File: src/verilog/aofpm_pkg.sv
// shared constants and types of the converter output-format and power-mode block
package aofpm_pkg;
    // sample word
    localparam int CODE_W = 10;
    localparam int CORE_W = 12;
    localparam int DIFF_W = 14;
    localparam int CODE_MSB = CODE_W - 1;
    localparam logic [CODE_W-1:0] CODE_ONES = 10'h3ff;
    localparam logic [CODE_W-1:0] CODE_ZERO = 10'h000;
    localparam logic [CORE_W-1:0] CODE_MAX = 12'h03ff;

    // timing, wake times in ns and derived cycle counts (rounded up)
    localparam int CLK_PERIOD_NS = 40;
    localparam int PD_WAKE_NS = 10000;
    localparam int SLEEP_WAKE_NS = 200;
    localparam int PD_WAKE_CYC = (PD_WAKE_NS + CLK_PERIOD_NS - 1) / CLK_PERIOD_NS;
    localparam int SLEEP_WAKE_CYC = (SLEEP_WAKE_NS + CLK_PERIOD_NS - 1) / CLK_PERIOD_NS;
    localparam int WAKE_W = 9;

    // register map, byte addresses
    localparam int ADDR_W = 8;
    localparam int DATA_W = 32;
    localparam logic [ADDR_W-1:0] REG_STATUS = 8'h00;
    localparam logic [ADDR_W-1:0] REG_OFFSET = 8'h04;
    localparam logic [ADDR_W-1:0] REG_IRQ_STATUS = 8'h08;
    localparam logic [ADDR_W-1:0] REG_IRQ_CLEAR = 8'h0c;
    localparam logic [ADDR_W-1:0] REG_IRQ_ENABLE = 8'h10;
    localparam logic [CORE_W-1:0] OFFSET_RST = 12'h000;
    localparam logic [1:0] RESP_OKAY = 2'h0;
    localparam logic [1:0] RESP_SLVERR = 2'h2;

    // status register fields
    localparam int ST_ACTIVE_BIT = 0;
    localparam int ST_SLEEP_BIT = 1;
    localparam int ST_PDOWN_BIT = 2;
    localparam int ST_WAKE_BIT = 3;
    localparam int ST_INIT_BIT = 4;
    localparam int ST_FMT_BIT = 5;
    localparam int ST_OE_BIT = 6;

    // interrupt events, listed from bit 3 down to bit 0
    localparam int EVT_W = 4;
    typedef struct packed {
        logic pdown;
        logic active;
        logic under;
        logic over;
    } aofpm_evt_t;

    // control pins, listed from bit 3 down to bit 0; reset levels are the idle levels
    localparam int PIN_W = 4;
    localparam logic [PIN_W-1:0] PIN_RST = 4'h7;
    typedef struct packed {
        logic format_select;
        logic output_enable_n;
        logic sleep_request_n;
        logic power_down_n;
    } aofpm_pins_t;

    typedef enum logic [2:0] {
        ST_PDOWN,
        ST_PD_WAKE,
        ST_SLEEP,
        ST_SL_WAKE,
        ST_ACTIVE
    } aofpm_state_t;
endpackage

File: src/verilog/aofpm_sticky.sv
// sticky event flags with clear, enable and level interrupt
`timescale 1ns/100ps
module aofpm_sticky #(
    parameter int W = 1
) (
    // clock and reset
    input  wire logic         i_ref_clk,
    input  wire logic         i_nrst,
    // events and software control
    input  wire logic [W-1:0] i_set,
    input  wire logic [W-1:0] i_clr,
    input  wire logic [W-1:0] i_en,
    // flags and interrupt
    output logic      [W-1:0] o_status,
    output logic              o_irq
);
    logic [W-1:0] status_r;
    logic [W-1:0] status_nxt;
    logic         irq_r;

    // set wins over a clear in the same cycle
    assign status_nxt = (status_r & ~i_clr) | i_set;

    always_ff @(posedge i_ref_clk or negedge i_nrst) begin
        if (!i_nrst) begin
            status_r <= '0;
            irq_r    <= 1'b0;
        end else begin
            status_r <= status_nxt;
            irq_r    <= |(status_nxt & i_en);
        end
    end

    assign o_status = status_r;
    assign o_irq    = irq_r;
endmodule

File: src/verilog/aofpm_sync3.sv
// three-stage pin synchroniser with agreement filter
`timescale 1ns/100ps
module aofpm_sync3 #(
    parameter int           W   = 1,
    parameter logic [W-1:0] RST = '0
) (
    // clock and reset
    input  wire logic         i_ref_clk,
    input  wire logic         i_nrst,
    // pins in
    input  wire logic [W-1:0] i_pin,
    // synchronised out
    output logic      [W-1:0] o_last,
    output logic      [W-1:0] o_level
);
    logic [W-1:0] ff1_r;
    logic [W-1:0] ff2_r;
    logic [W-1:0] ff3_r;
    logic [W-1:0] lvl_r;

    // ff1 is read by ff2 only
    always_ff @(posedge i_ref_clk or negedge i_nrst) begin
        if (!i_nrst) begin
            ff1_r <= RST;
            ff2_r <= RST;
            ff3_r <= RST;
        end else begin
            ff1_r <= i_pin;
            ff2_r <= ff1_r;
            ff3_r <= ff2_r;
        end
    end

    // a change counts once stages two and three agree
    always_ff @(posedge i_ref_clk or negedge i_nrst) begin
        if (!i_nrst) begin
            lvl_r <= RST;
        end else begin
            lvl_r <= (lvl_r & ~(ff2_r ^ ff3_r)) ^ ((lvl_r ^ ff3_r) & ~(ff2_r ^ ff3_r)) ^ (lvl_r & (ff2_r ^ ff3_r))
                     ^ (lvl_r & ~(ff2_r ^ ff3_r)) ^ (lvl_r & ~(ff2_r ^ ff3_r));
        end
    end

    assign o_last  = ff3_r;
    assign o_level = lvl_r;
endmodule

File: src/verilog/aofpm_top.sv
// output clipping, data format and power-mode control with axi4-lite registers
//
// Function
// - out of range forces all ones or zeros; code: offset binary only, twos complement inverts the top bit
// - centred output clips and flags before max
// - format select low offset, high twos complement
// - offset binary codes per full-scale table
// - twos complement codes per full-scale table
// - power-down overrides everything, stops internal clock
// - power-down wake longer than sleep wake
// - sleep stops internal clocking, fast restart
// - only the rising clock edge is used
// - data outputs float while enable-bar high
//
// The register offsets and the AXI4-Lite slave port were left to the implementer.
`timescale 1ns/100ps
module aofpm_top
    import aofpm_pkg::*;
(
    // clock and reset
    input  wire logic              i_ref_clk,
    input  wire logic              i_nrst,
    // converter core sample, same clock
    input  wire logic [CORE_W-1:0] i_core_code,
    // control pins from the controller
    input  wire aofpm_pins_t       i_pins,
    // parallel sample output
    output logic      [CODE_W-1:0] o_data,
    output logic                   o_data_oe,
    output logic                   o_over_range,
    output logic                   o_under_range,
    // interrupt
    output logic                   o_irq,
    // axi4-lite write
    input  wire logic              i_axi_awvalid,
    output logic                   o_axi_awready,
    input  wire logic [ADDR_W-1:0] i_axi_awaddr,
    input  wire logic              i_axi_wvalid,
    output logic                   o_axi_wready,
    input  wire logic [DATA_W-1:0] i_axi_wdata,
    input  wire logic [3:0]        i_axi_wstrb,
    output logic                   o_axi_bvalid,
    input  wire logic              i_axi_bready,
    output logic      [1:0]        o_axi_bresp,
    // axi4-lite read
    input  wire logic              i_axi_arvalid,
    output logic                   o_axi_arready,
    input  wire logic [ADDR_W-1:0] i_axi_araddr,
    output logic                   o_axi_rvalid,
    input  wire logic              i_axi_rready,
    output logic      [DATA_W-1:0] o_axi_rdata,
    output logic      [1:0]        o_axi_rresp
);
    aofpm_pins_t               pins_s;
    aofpm_pins_t               pins_last;
    aofpm_state_t              state_r;
    aofpm_state_t              state_nxt;
    logic        [WAKE_W-1:0]  wake_cnt_r;
    logic        [WAKE_W-1:0]  wake_cnt_nxt;
    logic                      init_r;
    logic signed [DIFF_W-1:0]  diff_c;
    logic                      over_c;
    logic                      under_c;
    logic        [CODE_W-1:0]  clip_c;
    logic        [CODE_W-1:0]  code_c;
    logic        [CODE_W-1:0]  data_r;
    logic                      oe_r;
    logic                      over_r;
    logic                      under_r;
    logic        [CORE_W-1:0]  offset_r;
    logic        [EVT_W-1:0]   irq_en_r;
    logic        [EVT_W-1:0]   irq_status;
    logic        [EVT_W-1:0]   irq_clr_c;
    aofpm_evt_t                evt_c;
    logic                      irq;
    logic                      aw_got_r;
    logic                      w_got_r;
    logic        [ADDR_W-1:0]  awaddr_r;
    logic        [DATA_W-1:0]  wdata_r;
    logic        [3:0]         wstrb_r;
    logic                      awready_r;
    logic                      wready_r;
    logic                      bvalid_r;
    logic        [1:0]         bresp_r;
    logic                      arready_r;
    logic                      rvalid_r;
    logic        [DATA_W-1:0]  rdata_r;
    logic        [1:0]         rresp_r;
    logic                      wr_go;
    logic        [DATA_W-1:0]  rd_mux;
    logic                      rd_hit;
    logic                      mode_active;

    // pins come from outside the clock domain
    aofpm_sync3 #(
        .W   (PIN_W),
        .RST (PIN_RST)
    ) u_pin_sync (
        .i_ref_clk (i_ref_clk),
        .i_nrst    (i_nrst),
        .i_pin     (i_pins),
        .o_last    (pins_last),
        .o_level   (pins_s)
    );

    // a one-cycle low on the pin still arms the device, so watch stage three
    always_ff @(posedge i_ref_clk or negedge i_nrst) begin
        if (!i_nrst) begin
            init_r <= 1'b0;
        end else if (!pins_last.power_down_n) begin
            init_r <= 1'b1;
        end
    end

    // mode sequencer, power-down first
    always_comb begin
        state_nxt    = state_r;
        wake_cnt_nxt = wake_cnt_r;
        if (!pins_s.power_down_n || !init_r) begin
            state_nxt    = ST_PDOWN;
            wake_cnt_nxt = '0;
        end else begin
            case (state_r)
                ST_PDOWN: begin
                    state_nxt    = ST_PD_WAKE;
                    wake_cnt_nxt = WAKE_W'(PD_WAKE_CYC - 1);
                end
                ST_PD_WAKE: begin
                    if (wake_cnt_r == '0) begin
                        state_nxt = pins_s.sleep_request_n ? ST_ACTIVE : ST_SLEEP;
                    end else begin
                        wake_cnt_nxt = wake_cnt_r - 1'b1;
                    end
                end
                ST_ACTIVE: begin
                    if (!pins_s.sleep_request_n) begin
                        state_nxt = ST_SLEEP;
                    end
                end
                ST_SLEEP: begin
                    if (pins_s.sleep_request_n) begin
                        state_nxt    = ST_SL_WAKE;
                        wake_cnt_nxt = WAKE_W'(SLEEP_WAKE_CYC - 1);
                    end
                end
                ST_SL_WAKE: begin
                    if (!pins_s.sleep_request_n) begin
                        state_nxt = ST_SLEEP;
                    end else if (wake_cnt_r == '0) begin
                        state_nxt = ST_ACTIVE;
                    end else begin
                        wake_cnt_nxt = wake_cnt_r - 1'b1;
                    end
                end
                default: begin
                    state_nxt = ST_PDOWN;
                end
            endcase
        end
    end

    // all timing on the rising edge only
    always_ff @(posedge i_ref_clk or negedge i_nrst) begin
        if (!i_nrst) begin
            state_r    <= ST_PDOWN;
            wake_cnt_r <= '0;
        end else begin
            state_r    <= state_nxt;
            wake_cnt_r <= wake_cnt_nxt;
        end
    end

    assign mode_active = (state_r == ST_ACTIVE);

    // offset correction centres the code, so clipping comes before the core's max
    assign diff_c  = $signed({1'b0, i_core_code}) - $signed({offset_r[CORE_W-1], offset_r});
    assign under_c = diff_c[DIFF_W-1];
    // full magnitude compared, a negative offset can push the difference past 12 bits
    assign over_c  = !diff_c[DIFF_W-1] && (diff_c[DIFF_W-2:0] > {1'b0, CODE_MAX});
    assign clip_c  = over_c ? CODE_ONES : (under_c ? CODE_ZERO : diff_c[CODE_W-1:0]);
    // twos complement is offset binary with the top bit inverted
    assign code_c  = pins_s.format_select ? {~clip_c[CODE_MSB], clip_c[CODE_MSB-1:0]} : clip_c;

    // sample register; sleep and power-down freeze it as the internal clock is gated
    always_ff @(posedge i_ref_clk or negedge i_nrst) begin
        if (!i_nrst) begin
            data_r  <= CODE_ZERO;
            over_r  <= 1'b0;
            under_r <= 1'b0;
        end else if (mode_active) begin
            data_r  <= code_c;
            over_r  <= over_c;
            under_r <= under_c;
        end
    end

    // drivers float on enable-bar high, and in power-down nothing drives
    always_ff @(posedge i_ref_clk or negedge i_nrst) begin
        if (!i_nrst) begin
            oe_r <= 1'b0;
        end else begin
            oe_r <= !pins_s.output_enable_n && (state_nxt != ST_PDOWN);
        end
    end

    // interrupt events
    assign evt_c.over   = mode_active && over_c;
    assign evt_c.under  = mode_active && under_c;
    assign evt_c.active = (state_nxt == ST_ACTIVE) && !mode_active;
    assign evt_c.pdown  = (state_nxt == ST_PDOWN) && (state_r != ST_PDOWN);
    assign irq_clr_c    = (wr_go && awaddr_r == REG_IRQ_CLEAR && wstrb_r[0]) ? wdata_r[EVT_W-1:0] : '0;

    aofpm_sticky #(
        .W (EVT_W)
    ) u_irq (
        .i_ref_clk (i_ref_clk),
        .i_nrst    (i_nrst),
        .i_set     (evt_c),
        .i_clr     (irq_clr_c),
        .i_en      (irq_en_r),
        .o_status  (irq_status),
        .o_irq     (irq)
    );

    // write channel: address and data taken in either order
    assign wr_go = aw_got_r && w_got_r && !bvalid_r;
    always_ff @(posedge i_ref_clk or negedge i_nrst) begin
        if (!i_nrst) begin
            aw_got_r  <= 1'b0;
            w_got_r   <= 1'b0;
            awaddr_r  <= '0;
            wdata_r   <= '0;
            wstrb_r   <= '0;
            awready_r <= 1'b1;
            wready_r  <= 1'b1;
            bvalid_r  <= 1'b0;
            bresp_r   <= RESP_OKAY;
        end else begin
            if (i_axi_awvalid && awready_r) begin
                aw_got_r  <= 1'b1;
                awaddr_r  <= i_axi_awaddr;
                awready_r <= 1'b0;
            end
            if (i_axi_wvalid && wready_r) begin
                w_got_r  <= 1'b1;
                wdata_r  <= i_axi_wdata;
                wstrb_r  <= i_axi_wstrb;
                wready_r <= 1'b0;
            end
            if (wr_go) begin
                aw_got_r <= 1'b0;
                w_got_r  <= 1'b0;
                bvalid_r <= 1'b1;
                case (awaddr_r)
                    REG_OFFSET, REG_IRQ_CLEAR, REG_IRQ_ENABLE: bresp_r <= RESP_OKAY;
                    default:                                   bresp_r <= RESP_SLVERR;
                endcase
            end
            if (bvalid_r && i_axi_bready) begin
                bvalid_r  <= 1'b0;
                awready_r <= 1'b1;
                wready_r  <= 1'b1;
            end
        end
    end

    // writable registers with byte lanes
    always_ff @(posedge i_ref_clk or negedge i_nrst) begin
        if (!i_nrst) begin
            offset_r <= OFFSET_RST;
            irq_en_r <= '0;
        end else if (wr_go) begin
            if (awaddr_r == REG_OFFSET && wstrb_r[0]) begin
                offset_r[7:0] <= wdata_r[7:0];
            end
            if (awaddr_r == REG_OFFSET && wstrb_r[1]) begin
                offset_r[CORE_W-1:8] <= wdata_r[CORE_W-1:8];
            end
            if (awaddr_r == REG_IRQ_ENABLE && wstrb_r[0]) begin
                irq_en_r <= wdata_r[EVT_W-1:0];
            end
        end
    end

    // read mux; the clear register is write-only and reads zero
    always_comb begin
        rd_mux = '0;
        rd_hit = 1'b1;
        case (i_axi_araddr)
            REG_STATUS: begin
                rd_mux[ST_ACTIVE_BIT] = mode_active;
                rd_mux[ST_SLEEP_BIT]  = (state_r == ST_SLEEP);
                rd_mux[ST_PDOWN_BIT]  = (state_r == ST_PDOWN);
                rd_mux[ST_WAKE_BIT]   = (state_r == ST_PD_WAKE) || (state_r == ST_SL_WAKE);
                rd_mux[ST_INIT_BIT]   = init_r;
                rd_mux[ST_FMT_BIT]    = pins_s.format_select;
                rd_mux[ST_OE_BIT]     = oe_r;
            end
            REG_OFFSET:     rd_mux[CORE_W-1:0] = offset_r;
            REG_IRQ_STATUS: rd_mux[EVT_W-1:0] = irq_status;
            REG_IRQ_CLEAR:  rd_mux = '0;
            REG_IRQ_ENABLE: rd_mux[EVT_W-1:0] = irq_en_r;
            default:        rd_hit = 1'b0;
        endcase
    end

    // read channel, answer one cycle after the address is taken
    always_ff @(posedge i_ref_clk or negedge i_nrst) begin
        if (!i_nrst) begin
            arready_r <= 1'b1;
            rvalid_r  <= 1'b0;
            rdata_r   <= '0;
            rresp_r   <= RESP_OKAY;
        end else if (i_axi_arvalid && arready_r) begin
            arready_r <= 1'b0;
            rvalid_r  <= 1'b1;
            rdata_r   <= rd_mux;
            rresp_r   <= rd_hit ? RESP_OKAY : RESP_SLVERR;
        end else if (rvalid_r && i_axi_rready) begin
            rvalid_r  <= 1'b0;
            arready_r <= 1'b1;
        end
    end

    assign o_data        = data_r;
    assign o_data_oe     = oe_r;
    assign o_over_range  = over_r;
    assign o_under_range = under_r;
    assign o_irq         = irq;
    assign o_axi_awready = awready_r;
    assign o_axi_wready  = wready_r;
    assign o_axi_bvalid  = bvalid_r;
    assign o_axi_bresp   = bresp_r;
    assign o_axi_arready = arready_r;
    assign o_axi_rvalid  = rvalid_r;
    assign o_axi_rdata   = rdata_r;
    assign o_axi_rresp   = rresp_r;
endmodule
File: config.mk
export PLATFORM = sky130hd
export DESIGN_NAME = aofpm_top
export DESIGN_NICKNAME = d
export VERILOG_FILES = /design/src/verilog/aofpm_pkg.sv /design/src/verilog/aofpm_sticky.sv /design/src/verilog/aofpm_sync3.sv /design/src/verilog/aofpm_top.sv
export SDC_FILE = /design/constraint.sdc
export NUM_CORES = 1
export LEC_CHECK = 0
export BUFFER_PORTS_ARGS = -buffer_cell sky130_fd_sc_hd__buf_2
export CORE_UTILIZATION = 40
export CTS_BUF_LIST = sky130_fd_sc_hd__clkbuf_8 sky130_fd_sc_hd__clkbuf_16
export DETAILED_ROUTE_END_ITERATION = 8
export HOLD_SLACK_MARGIN = 0.12
export PLACE_DENSITY = 0.74
export SLEW_MARGIN = 20
export SYNTH_ARGS = -nofsm -noshare
export SYNTH_HDL_FRONTEND = slang
export SYNTH_HIERARCHICAL = 1
export SYNTH_SLANG_ARGS = --single-unit
File: constraint.sdc
create_clock -name i_ref_clk -period 3.2 [get_ports i_ref_clk]
set_clock_uncertainty 0.15 [all_clocks]
set_input_delay 0.64 -clock i_ref_clk [delete_from_list [all_inputs] [get_ports i_ref_clk]]
set_output_delay 0.64 -clock i_ref_clk [all_outputs]
set_load 0.02 [all_outputs]
======== After elaboration in Yosys (flattened, before gate mapping) ========
Cells that the tools add are included.
word-level totals
  register bits ........................... 108
  input port bits ......................... 75
  output and inout bits ................... 55
  logic and storage cells ................. 144
operators by class
  add/subtract/negate cells ............... 2
  order comparisons ....................... 1
  eq/ne operators ......................... 14
  multiplexer cells ....................... 37
  bitwise logic cells ..................... 15
  reductions and logical operators ........ 46
operator list
  cell                                                                     number
  9-bit 2-to-1 mux                                                         4
  9-bit case mux with 4 select lines                                       1
  10-bit 2-to-1 mux                                                        3
  8-bit by 4-bit equality test with 1-bit output (second input constant)   3
  4-bit bitwise XOR                                                        6
  3-bit 2-to-1 mux                                                         7
  4-bit bitwise AND                                                        5
  1-bit logical AND                                                        18
  8-bit by 3-bit equality test with 1-bit output (second input constant)   2
  8-bit by 5-bit equality test with 1-bit output (second input constant)   2
  4-bit case mux with 4 select lines                                       1
  1-bit 2-to-1 mux                                                         15
  3-bit case mux with 5 select lines                                       1
  13-bit by 12-bit subtractor with 14-bit output                           1
  13-bit by 10-bit > comparator with 1-bit output (second input constant)  1
  2-bit nonzero test                                                       6
  9-bit zero test                                                          1
  9-bit by 1-bit subtractor with 9-bit output (second input constant)      1
  8-bit zero test                                                          1
  4-bit NOT                                                                2
  3-bit by 2-bit equality test with 1-bit output (second input constant)   2
  3-bit equality test (second input constant)                              2
  1-bit zero test                                                          6
  3-bit zero test                                                          2
  16 further kinds                                                         22

======== Depth between registers and ports, before layout ========
Gate-level depths: netlist (run 1).
  depth after elaboration ................. 10
  mapped depth ............................ 13

======== Cells and area by module ========
Netlist (run 1), hierarchy kept.
by module, submodules not included
  module        instances  cells each  area an instance (um^2)
  aofpm_top     1          483         4595.7
  aofpm_sync3   1          20          460.4
  aofpm_sticky  1          18          216.5

======== Worst setup path before layout (run 1) ========
No wires, ideal clock.
  path kind ............................... input-to-reg
  start point ............................. in i_core_code[0]
  end point ............................... reg u_irq.status_r[0], in the netlist u_irq/o_status[0]
  setup time .............................. 0.124 ns
  arrival time ............................ 2.813 ns
  data required time ...................... 2.926 ns
  setup slack ............................. 0.112 ns
  stages on the path ...................... 12
  path buffers ............................ 1
  cell sequence ........................... inv_1 -> ha_1 -> fa_1 -> nand2b_1 -> a21oi_1 -> nand2b_1 -> a31oi_1 -> o32a_1 -> a31o_2 -> buf_2 -> nor2b_1 -> or2_1
RTL lines
  item                    RTL line            text
  start: declaration      aofpm_top.sv:24     input wire logic [CORE_W-1:0] i_core_code,
  end signal: assignment  aofpm_sticky.sv:29  status_r <= status_nxt;
  end: declaration        aofpm_sticky.sv:17  logic [W-1:0] status_r;

======== Worst setup path after layout (run 1) ========
  start point ............................. reg offset_r[0]
  end point ............................... reg data_r[9], in the netlist o_data[9]
between the ends
  cells in the longest elaborated chain, start to end .. 6
  elaborated cells on any way between the ends .. 8
  those cells by class .................... add/sub (1); order compare (1); mux (3); bitwise (1); reduce/logical (2)
RTL lines
  item                                                                                RTL line          text
  start: declaration                                                                  aofpm_top.sv:70   logic [CORE_W-1:0] offset_r;
  start signal: assignment                                                            aofpm_top.sv:274  offset_r[7:0] <= wdata_r[7:0];
  start signal: indexed assignment                                                    aofpm_top.sv:277  offset_r[CORE_W-1:8] <= wdata_r[CORE_W-1:8];
  13-bit by 12-bit subtractor with 14-bit output *                                    aofpm_top.sv:176  assign diff_c = $signed({1'b0, i_core_code}) - $signed({offset_r[CORE_W-1], offset_r});
  13-bit by 10-bit > comparator with 1-bit output or 1-bit zero test (tied branches)  aofpm_top.sv:179  assign over_c = !diff_c[DIFF_W-1] && (diff_c[DIFF_W-2:0] > {1'b0, CODE_MAX});
  1-bit logical AND                                                                   aofpm_top.sv:179
  10-bit 2-to-1 mux *                                                                 aofpm_top.sv:180  assign clip_c = over_c ? CODE_ONES : (under_c ? CODE_ZERO : diff_c[CODE_W-1:0]);
  1-bit NOT                                                                           aofpm_top.sv:182  assign code_c = pins_s.format_select ? {~clip_c[CODE_MSB], clip_c[CODE_MSB-1:0]} : clip_c;
  10-bit 2-to-1 mux *                                                                 aofpm_top.sv:182
  end signal: assignment                                                              aofpm_top.sv:191  data_r <= code_c;
  end: declaration                                                                    aofpm_top.sv:66   logic [CODE_W-1:0] data_r;
Mark *: on every way between the ends. The rest lies on a longest branch, timed or not.
A chain may end at the register's enable or synchronous reset.

==> run_results.csv, run 1 <==
group,metric,value,unit
timing,finalCriticalPeriod,3.01,ns
critical_path,end_kind,"register",
timing,finalCritPeriodShare,0.941,
clock_network,cts_tree,"yes",
power,finalPower,0.00413,W
clock_network,htree_levels,3,
grt,grt_max_degree,71,
critical_path,crit_chain,"ha_1, fa_1, nand2b_1, a21oi_1, o21ai_0, a21oi_1, o211ai_1, a31o_2, nor4b_1, a211o_2",
floorplanning,die_area,0.0136,mm2
timing,setup_violations,0,
drt,drt-wirelength-per-cell,14.4,um
layout,layout_common_cells,"dfrtp_1, buf_2, nand2_1, o21ai_0, mux2_2",
power,power.density,672,mW/mm2
drt,vias_per_cell,5.08,
logic_synthesis,synth_cell_types,61,
logic_synthesis,yosys_warnings,6,
critical_path,crit_family,"compound AO/OA/AOI/OAI gates",
floorplanning,ios,130,
drt,routed_wl,11400,um
layout,final-seq-area,0.00267,mm2
logic_synthesis,synth-seq-area-share,0.507,
drt,post-route-drc-count,0,
placement,gp_congestion,0.846,
clock_network,cts_hold_buf,1,
drt,firstDrtPassIters,4,
floorplanning,coreArea,0.0127,mm2
layout,syn_to_final_growth,16.5,%
power,p_leak,2.83,nW
critical_path,worstPathMaxFanout,5,
logic_synthesis,postSynth.asyncResetShare,1.00,
job,maxCapViolations,0,
floorplanning,die_h,117,um
grt,grt_usage,0.175,
drt,num_vias,4006,
layout,finalNetCount,702,
critical_path,crit_arrival,3.10,ns
clock_network,cts_sinks,106,
logic_synthesis,synthCells,521,
floorplanning,rows,41,
clock_network,post_cts_buffers,0,
clock_network,ctsResizeCount,0,
critical_path,cp_slowest_stage_delay,0.42,ns
floorplanning,die_x,117,um
floorplanning,initial_core_util,0.414,
grt,grt_first_pass_wirelength,18200,um
critical_path,crit_buf_inv,0,
logic_synthesis,synth_ff_type,"dfrtp_1",
timing,fmax,332,MHz
logic_synthesis,ys_seq_elements,106,
clock_network,path_clk_slew,0.07,ns
placement,postPlaceCellArea,0.00584,mm2
status,status,"finished, final reports clean",
clock_network,cts_made_buffers,9,
layout,fillers,1205,
placement,port_buffers,85,
critical_path,cp-start-kind,"register",
grt,grt_overflow,0,
grt,antenna_found_initial,1,
critical_path,crit_slowest_cell,"dfrtp_1",
logic_synthesis,syn-cell-area,0.00527,mm2
clock_network,cts_buffer_depth,2,
timing,tightestPinTransition,0.676,ns
grt,grt_pass1_vias,3933,
worst_hold_path,hold_path_class,"reg -> reg",
clock_network,worstSkewPairLatency,0.35,ns
critical_path,r2r_setup_slack,0.19,ns
logic_synthesis,syn_area_per_cell,10.1,um2
drt,drt_iter0_drc,292,
timing,relSlewSlack,0.548,
critical_path,required,3.29,ns
timing,drv_slew,0,
critical_path,critPathKind,"reg -> reg",
layout,final_layout_size_suffix_gt1_frac,0.278,
drt,drtAntennaViolNets,0,
timing,hold_viol,0,
logic_synthesis,synth_edf_count,0,
clock_network,cts-root-buf,"clkbuf_16",
timing,rsz0062_at_grt,"no",
layout,multi_input_area,0.00235,mm2
placement,dp_hpwl,8820,um
power,vdd.ir_drop.worst,0.489,mV
critical_path,path_common_cell,"a21oi_1",
layout,final_common_cell,"dfrtp_1",
layout,final_area,0.00614,mm2
[stage by stage]
step / setup TNS (ns) / util / hold WS, ns / std cells / setup slack, ns
after floorplan: 0 / - / 0.181 / 542 / 0.112
after global placement: -0.431 / 0.459 / 0.186 / 771 / -0.0969
after detailed placement: -1.19 / 0.459 / 0.186 / 771 / -0.159
after CTS: 0 / 0.483 / 0.202 / 788 / 0.194
after global routing: 0 / 0.483 / 0.206 / 789 / 0.0449
final: 0 / 0.483 / 0.199 / 789 / 0.187
[kinds of logic after synthesis]
logic type | count (synthesis) | synth area share
AND/OR/NAND/NOR | 163 | 0.155
multiplexers | 37 | 0.0783
AO/OA/AOI/OAI | 120 | 0.135
XOR/XNOR | 7 | 0.0116
buffers and inverters | 66 | 0.0631
flip-flops | 106 | 0.507
adder cells (fa/ha/maj) | 21 | 0.0498
other | 1 | 0.000711
[sequential cells by signal, indices dropped and copies added, names as in the netlist, 2 cells and up, named ones only]
signal and flops:
o_data 10, state_r 3, u_irq/o_status 4, u_pin_sync/o_last 4, offset_r 12, wstrb_r 2, irq_en_r 4, o_axi_rdata 12
u_pin_sync/ff1_r 4, wdata_r 12, u_pin_sync/ff2_r 4, awaddr_r 8, wake_cnt_r 9
[where the power goes]
group	leakage [nW]	switching (W)	internal, W
combinational	1.40	0.000627	0.000500
clock	0.152	0.000491	0.000576
sequential	1.28	0.000250	0.00169
total	2.83	0.00137	0.00276
[final cells by class]
type                    count  share of cell area
clock buffers              10              0.0407
inverters                  31              0.0189
flip-flops and latches    106               0.435
clock inverters             6             0.00611
diodes                      1            0.000407
multi-input cells         370               0.382
repair buffers             93              0.0819
well taps                 172              0.0350
[synthesized netlist by cell type (3+ instances only)]
cell type	n	area [um2]
inv_1	31	116
mux2_2	34	383
xnor2_1	6	52.6
nand3b_1	3	22.5
a211oi_1	3	22.5
a31oi_1	4	25.0
ha_1	15	188
nor2b_1	10	62.6
nand2_1	61	229
o211ai_1	3	22.5
dfstp_2	15	394
or2_2	3	18.8
nor2_1	31	116
mux2i_1	3	30.0
buf_4	22	165
and2_1	6	37.5
nand3_1	6	30.0
nand2b_1	5	31.3
a21o_1	3	22.5
a21oi_1	26	130
nor3b_1	5	37.5
o21ai_1	9	45.0
or2_1	5	31.3
and3_1	5	31.3
a22oi_1	6	45.0
dfrtp_1	91	2280
clkbuf_1	10	37.5
nor3_1	8	40.0
maj3_2	4	45.0
o21ai_0	50	250
[worst paths after layout]
kind	start	cells after the start	to
worst max-delay path	offset_r[0]	10	o_data[9]
worst min-delay path	u_pin_sync/ff1_r[3]	0	u_pin_sync/ff2_r[3]
worst max register to register	offset_r[0]	10	o_data[9]
worst min register to register	u_pin_sync/ff1_r[3]	0	u_pin_sync/ff2_r[3]
max in group asynchronous	i_nrst	3	u_pin_sync/ff1_r[0]
min in group asynchronous	i_nrst	2	aw_got_r
[metal layers]
metal | vias to the layer above | routed length [um] | GRT usage | part of all wire
li1 | 1943 | - | - | -
met1 | 1922 | 4890 | 0.214 | 0.43
met2 | 116 | 5650 | 0.297 | 0.50
met3 | 25 | 524 | 0.0489 | 0.046
met4 | 0 | 293 | 0.0633 | 0.026
met5 | - | 0 | 0 | 0
No activity file was read; power rests on OpenSTA's default activity.
==> inputs of run 2 (changes only) <==
--- a/config.mk
+++ b/config.mk
@@ -6,11 +6,12 @@
 export NUM_CORES = 1
 export LEC_CHECK = 0
 export BUFFER_PORTS_ARGS = -buffer_cell sky130_fd_sc_hd__buf_2
-export CORE_UTILIZATION = 40
+export CORE_UTILIZATION = 45
 export CTS_BUF_LIST = sky130_fd_sc_hd__clkbuf_8 sky130_fd_sc_hd__clkbuf_16
 export DETAILED_ROUTE_END_ITERATION = 8
 export HOLD_SLACK_MARGIN = 0.12
-export PLACE_DENSITY = 0.74
+export PLACE_DENSITY = 0.83
+export SKIP_CTS_REPAIR_TIMING = 1
 export SLEW_MARGIN = 20
 export SYNTH_ARGS = -nofsm -noshare
 export SYNTH_HDL_FRONTEND = slang
==> constraint.sdc (replaced) <==
create_clock -name i_ref_clk -period 2.44 [get_ports i_ref_clk]
set_clock_uncertainty 0.15 [all_clocks]
set_input_delay 0.488 -clock i_ref_clk [delete_from_list [all_inputs] [get_ports i_ref_clk]]
set_output_delay 0.488 -clock i_ref_clk [all_outputs]
set_load 0.02 [all_outputs]
==> run_results.csv, run 2 (same netlist as run 1, synthesis figures left out) <==
group,metric,value,unit
critical_path,cp_slowest_stage_delay,0.44,ns
layout,antenna_cells,0,
worst_hold_path,hold_path_class,"in -> reg",
power,combPwrFrac,0.300,
critical_path,crit_arrival,2.81,ns
clock_network,cts_tree,"yes",
grt,antenna_found_initial,0,
critical_path,crit_slowest_cell,"dfrtp_1",
layout,finish.utilization,0.581,
clock_network,path_clk_slew,0.08,ns
layout,final_common_cell,"dfrtp_1",
critical_path,r2r_start,"offset_r[0]",
status,status,"finished with violations",
layout,syn_to_final_growth,25.8,%
timing,fmax,367,MHz
critical_path,r2r_setup_slack,-0.28,ns
grt,grt_pass1_vias,4199,
job,maxCapViolations,0,
clock_network,cts_sinks,106,
drt,drt-wirelength-per-cell,14.6,um
power,seqPwrFrac,0.449,
critical_path,cp-start-kind,"register",
grt,grt_usage,0.207,
timing,finalCritPeriodShare,1.12,
timing,relSlewSlack,0.539,
drt,num_vias,4249,
drt,firstDrtPassIters,4,
critical_path,required,2.52,ns
timing,fin_ws,-0.283,ns
clock_network,cts_buffer_depth,2,
placement,gp_congestion,0.896,
power,power.switching,0.00188,W
layout,final_layout_size_suffix_gt1_frac,0.355,
timing,finalCriticalPeriod,2.72,ns
drt,post-route-drc-count,0,
power,vdd.ir_drop.worst,0.682,mV
timing,setup_violations,15,
floorplanning,die_h,110,um
clock_network,cts_made_buffers,9,
critical_path,crit_chain,"ha_4, fa_2, nand2b_4, a21oi_4, nand2b_1, a31oi_1, o32a_1, a31o_2, nor4b_2, a211o_2",
layout,finalNetCount,750,
drt,routed_wl,11800,um
floorplanning,rows,39,
placement,place_ws,-0.517,ns
critical_path,critPathKind,"reg -> reg",
power,power.density,852,mW/mm2
layout,layout_common_cells,"dfrtp_1, buf_2, nand2_1, buf_4, o21ai_0",
placement,port_buffers,85,
critical_path,worstPathMaxFanout,6,
drt,drtAntennaViolNets,0,
floorplanning,die_x,110,um
critical_path,end_kind,"register",
worst_hold_path,holdPathStages,2,
timing,rsz0062_at_grt,"yes",
timing,hold_ws,0.162,ns
drt,drt_iter0_drc,210,
grt,grt_max_degree,44,
floorplanning,ios,130,
power,switching_share,0.332,
timing,tightestPinTransition,0.690,ns
power,power.share.clock,0.252,
clock_network,worstSkewPairLatency,0.36,ns
worst_hold_path,hold_start,"i_axi_arvalid",
clock_network,cts-root-buf,"clkbuf_16",
clock_network,htree_levels,3,
critical_path,reg2reg_to,"o_data[9]",
worst_hold_path,min_to,"o_axi_arready",
floorplanning,initial_core_util,0.462,
placement,dp_hpwl,9190,um
power,p_leak,3.09,nW
grt,grt_first_pass_wirelength,19100,um
timing,tns,-3.07,ns
power,p_int,0.00378,W
power,finalPower,0.00565,W
critical_path,reg2reg_depth,10,
drt,vias_per_cell,5.27,
timing,drv_slew,0,
floorplanning,die_area,0.0122,mm2
timing,hold_viol,0,
grt,grt_overflow,0,
status,violations,"negative setup slack",
floorplanning,coreArea,0.0114,mm2
-- run 2: cell types whose count changed in the layout (fill, tap and decap cells not counted), moves of 2 or more --
cell,previous run,this run
ha_4,0,2
nor2b_1,10,8
clkinv_4,0,2
o21ai_0,50,42
a21oi_2,0,2
dlygate4sd3_1,1,5
ha_1,15,13
buf_4,7,50
a21oi_1,26,23
o21ai_2,0,3
o21ai_1,9,14
inv_4,2,0
clkbuf_8,0,2
inv_1,33,30
-- run 2: metrics by stage --
stage          area, um2  std cells
4_1_cts             6480        799
3_5_place_dp        6180        783
6_report            6630        807
2_1_floorplan       5430        542
3_3_place_gp        6180        783
5_1_grt             6630        807
-- run 2: power by group through the flow --
stage / Combinational [W] / Clock (W) / Sequential, W
floorplan: 0.000999 / 0 / 0.00260
global placement: 0.00157 / 0 / 0.00254
detailed placement: 0.00163 / 0 / 0.00257
CTS: 0.00164 / 0.00146 / 0.00254
global route: 0.00189 / 0.00153 / 0.00260
finish: 0.00169 / 0.00142 / 0.00254
-- run 2: critical path, delay by kind of cell, from the launching register on --
family	cells	cell delay (ns)
AO/OA/AOI/OAI	5	1.02
AND/OR/NAND/NOR	3	0.44
adder cells (fa/ha/maj)	2	0.53
flip-flops	1	0.44
-- run 2: per-layer routing --
layer	GRT usage	share of wire	vias to the layer above
li1	-	-	2025
met1	0.255	0.43	2081
met2	0.358	0.50	121
met3	0.0329	0.040	22
met4	0.0902	0.024	0
met5	0	0	-
-- run 2: cell type report --
class / count / area [um2]
clock buffers: 11 / 253
clock inverters: 5 / 45.0
fillers: 983 / 4790
inverters: 31 / 129
multi-input cells: 370 / 2480
flip-flops and latches: 106 / 2670
well taps: 143 / 179
repair buffers: 141 / 877
-- run 2: worst max-delay path by stage --
stage	from	to	slack, ns	cells past startpoint
2_1_floorplan	i_core_code[0]	u_irq/o_status[0]	-0.26	12
3_3_place_gp	i_core_code[0]	o_data[9]	-0.48	12
3_5_place_dp	i_core_code[0]	o_data[9]	-0.52	12
4_1_cts	offset_r[0]	o_data[9]	-0.31	10
5_1_grt	offset_r[1]	o_data[9]	-0.42	11
6_report	offset_r[0]	o_data[9]	-0.28	10
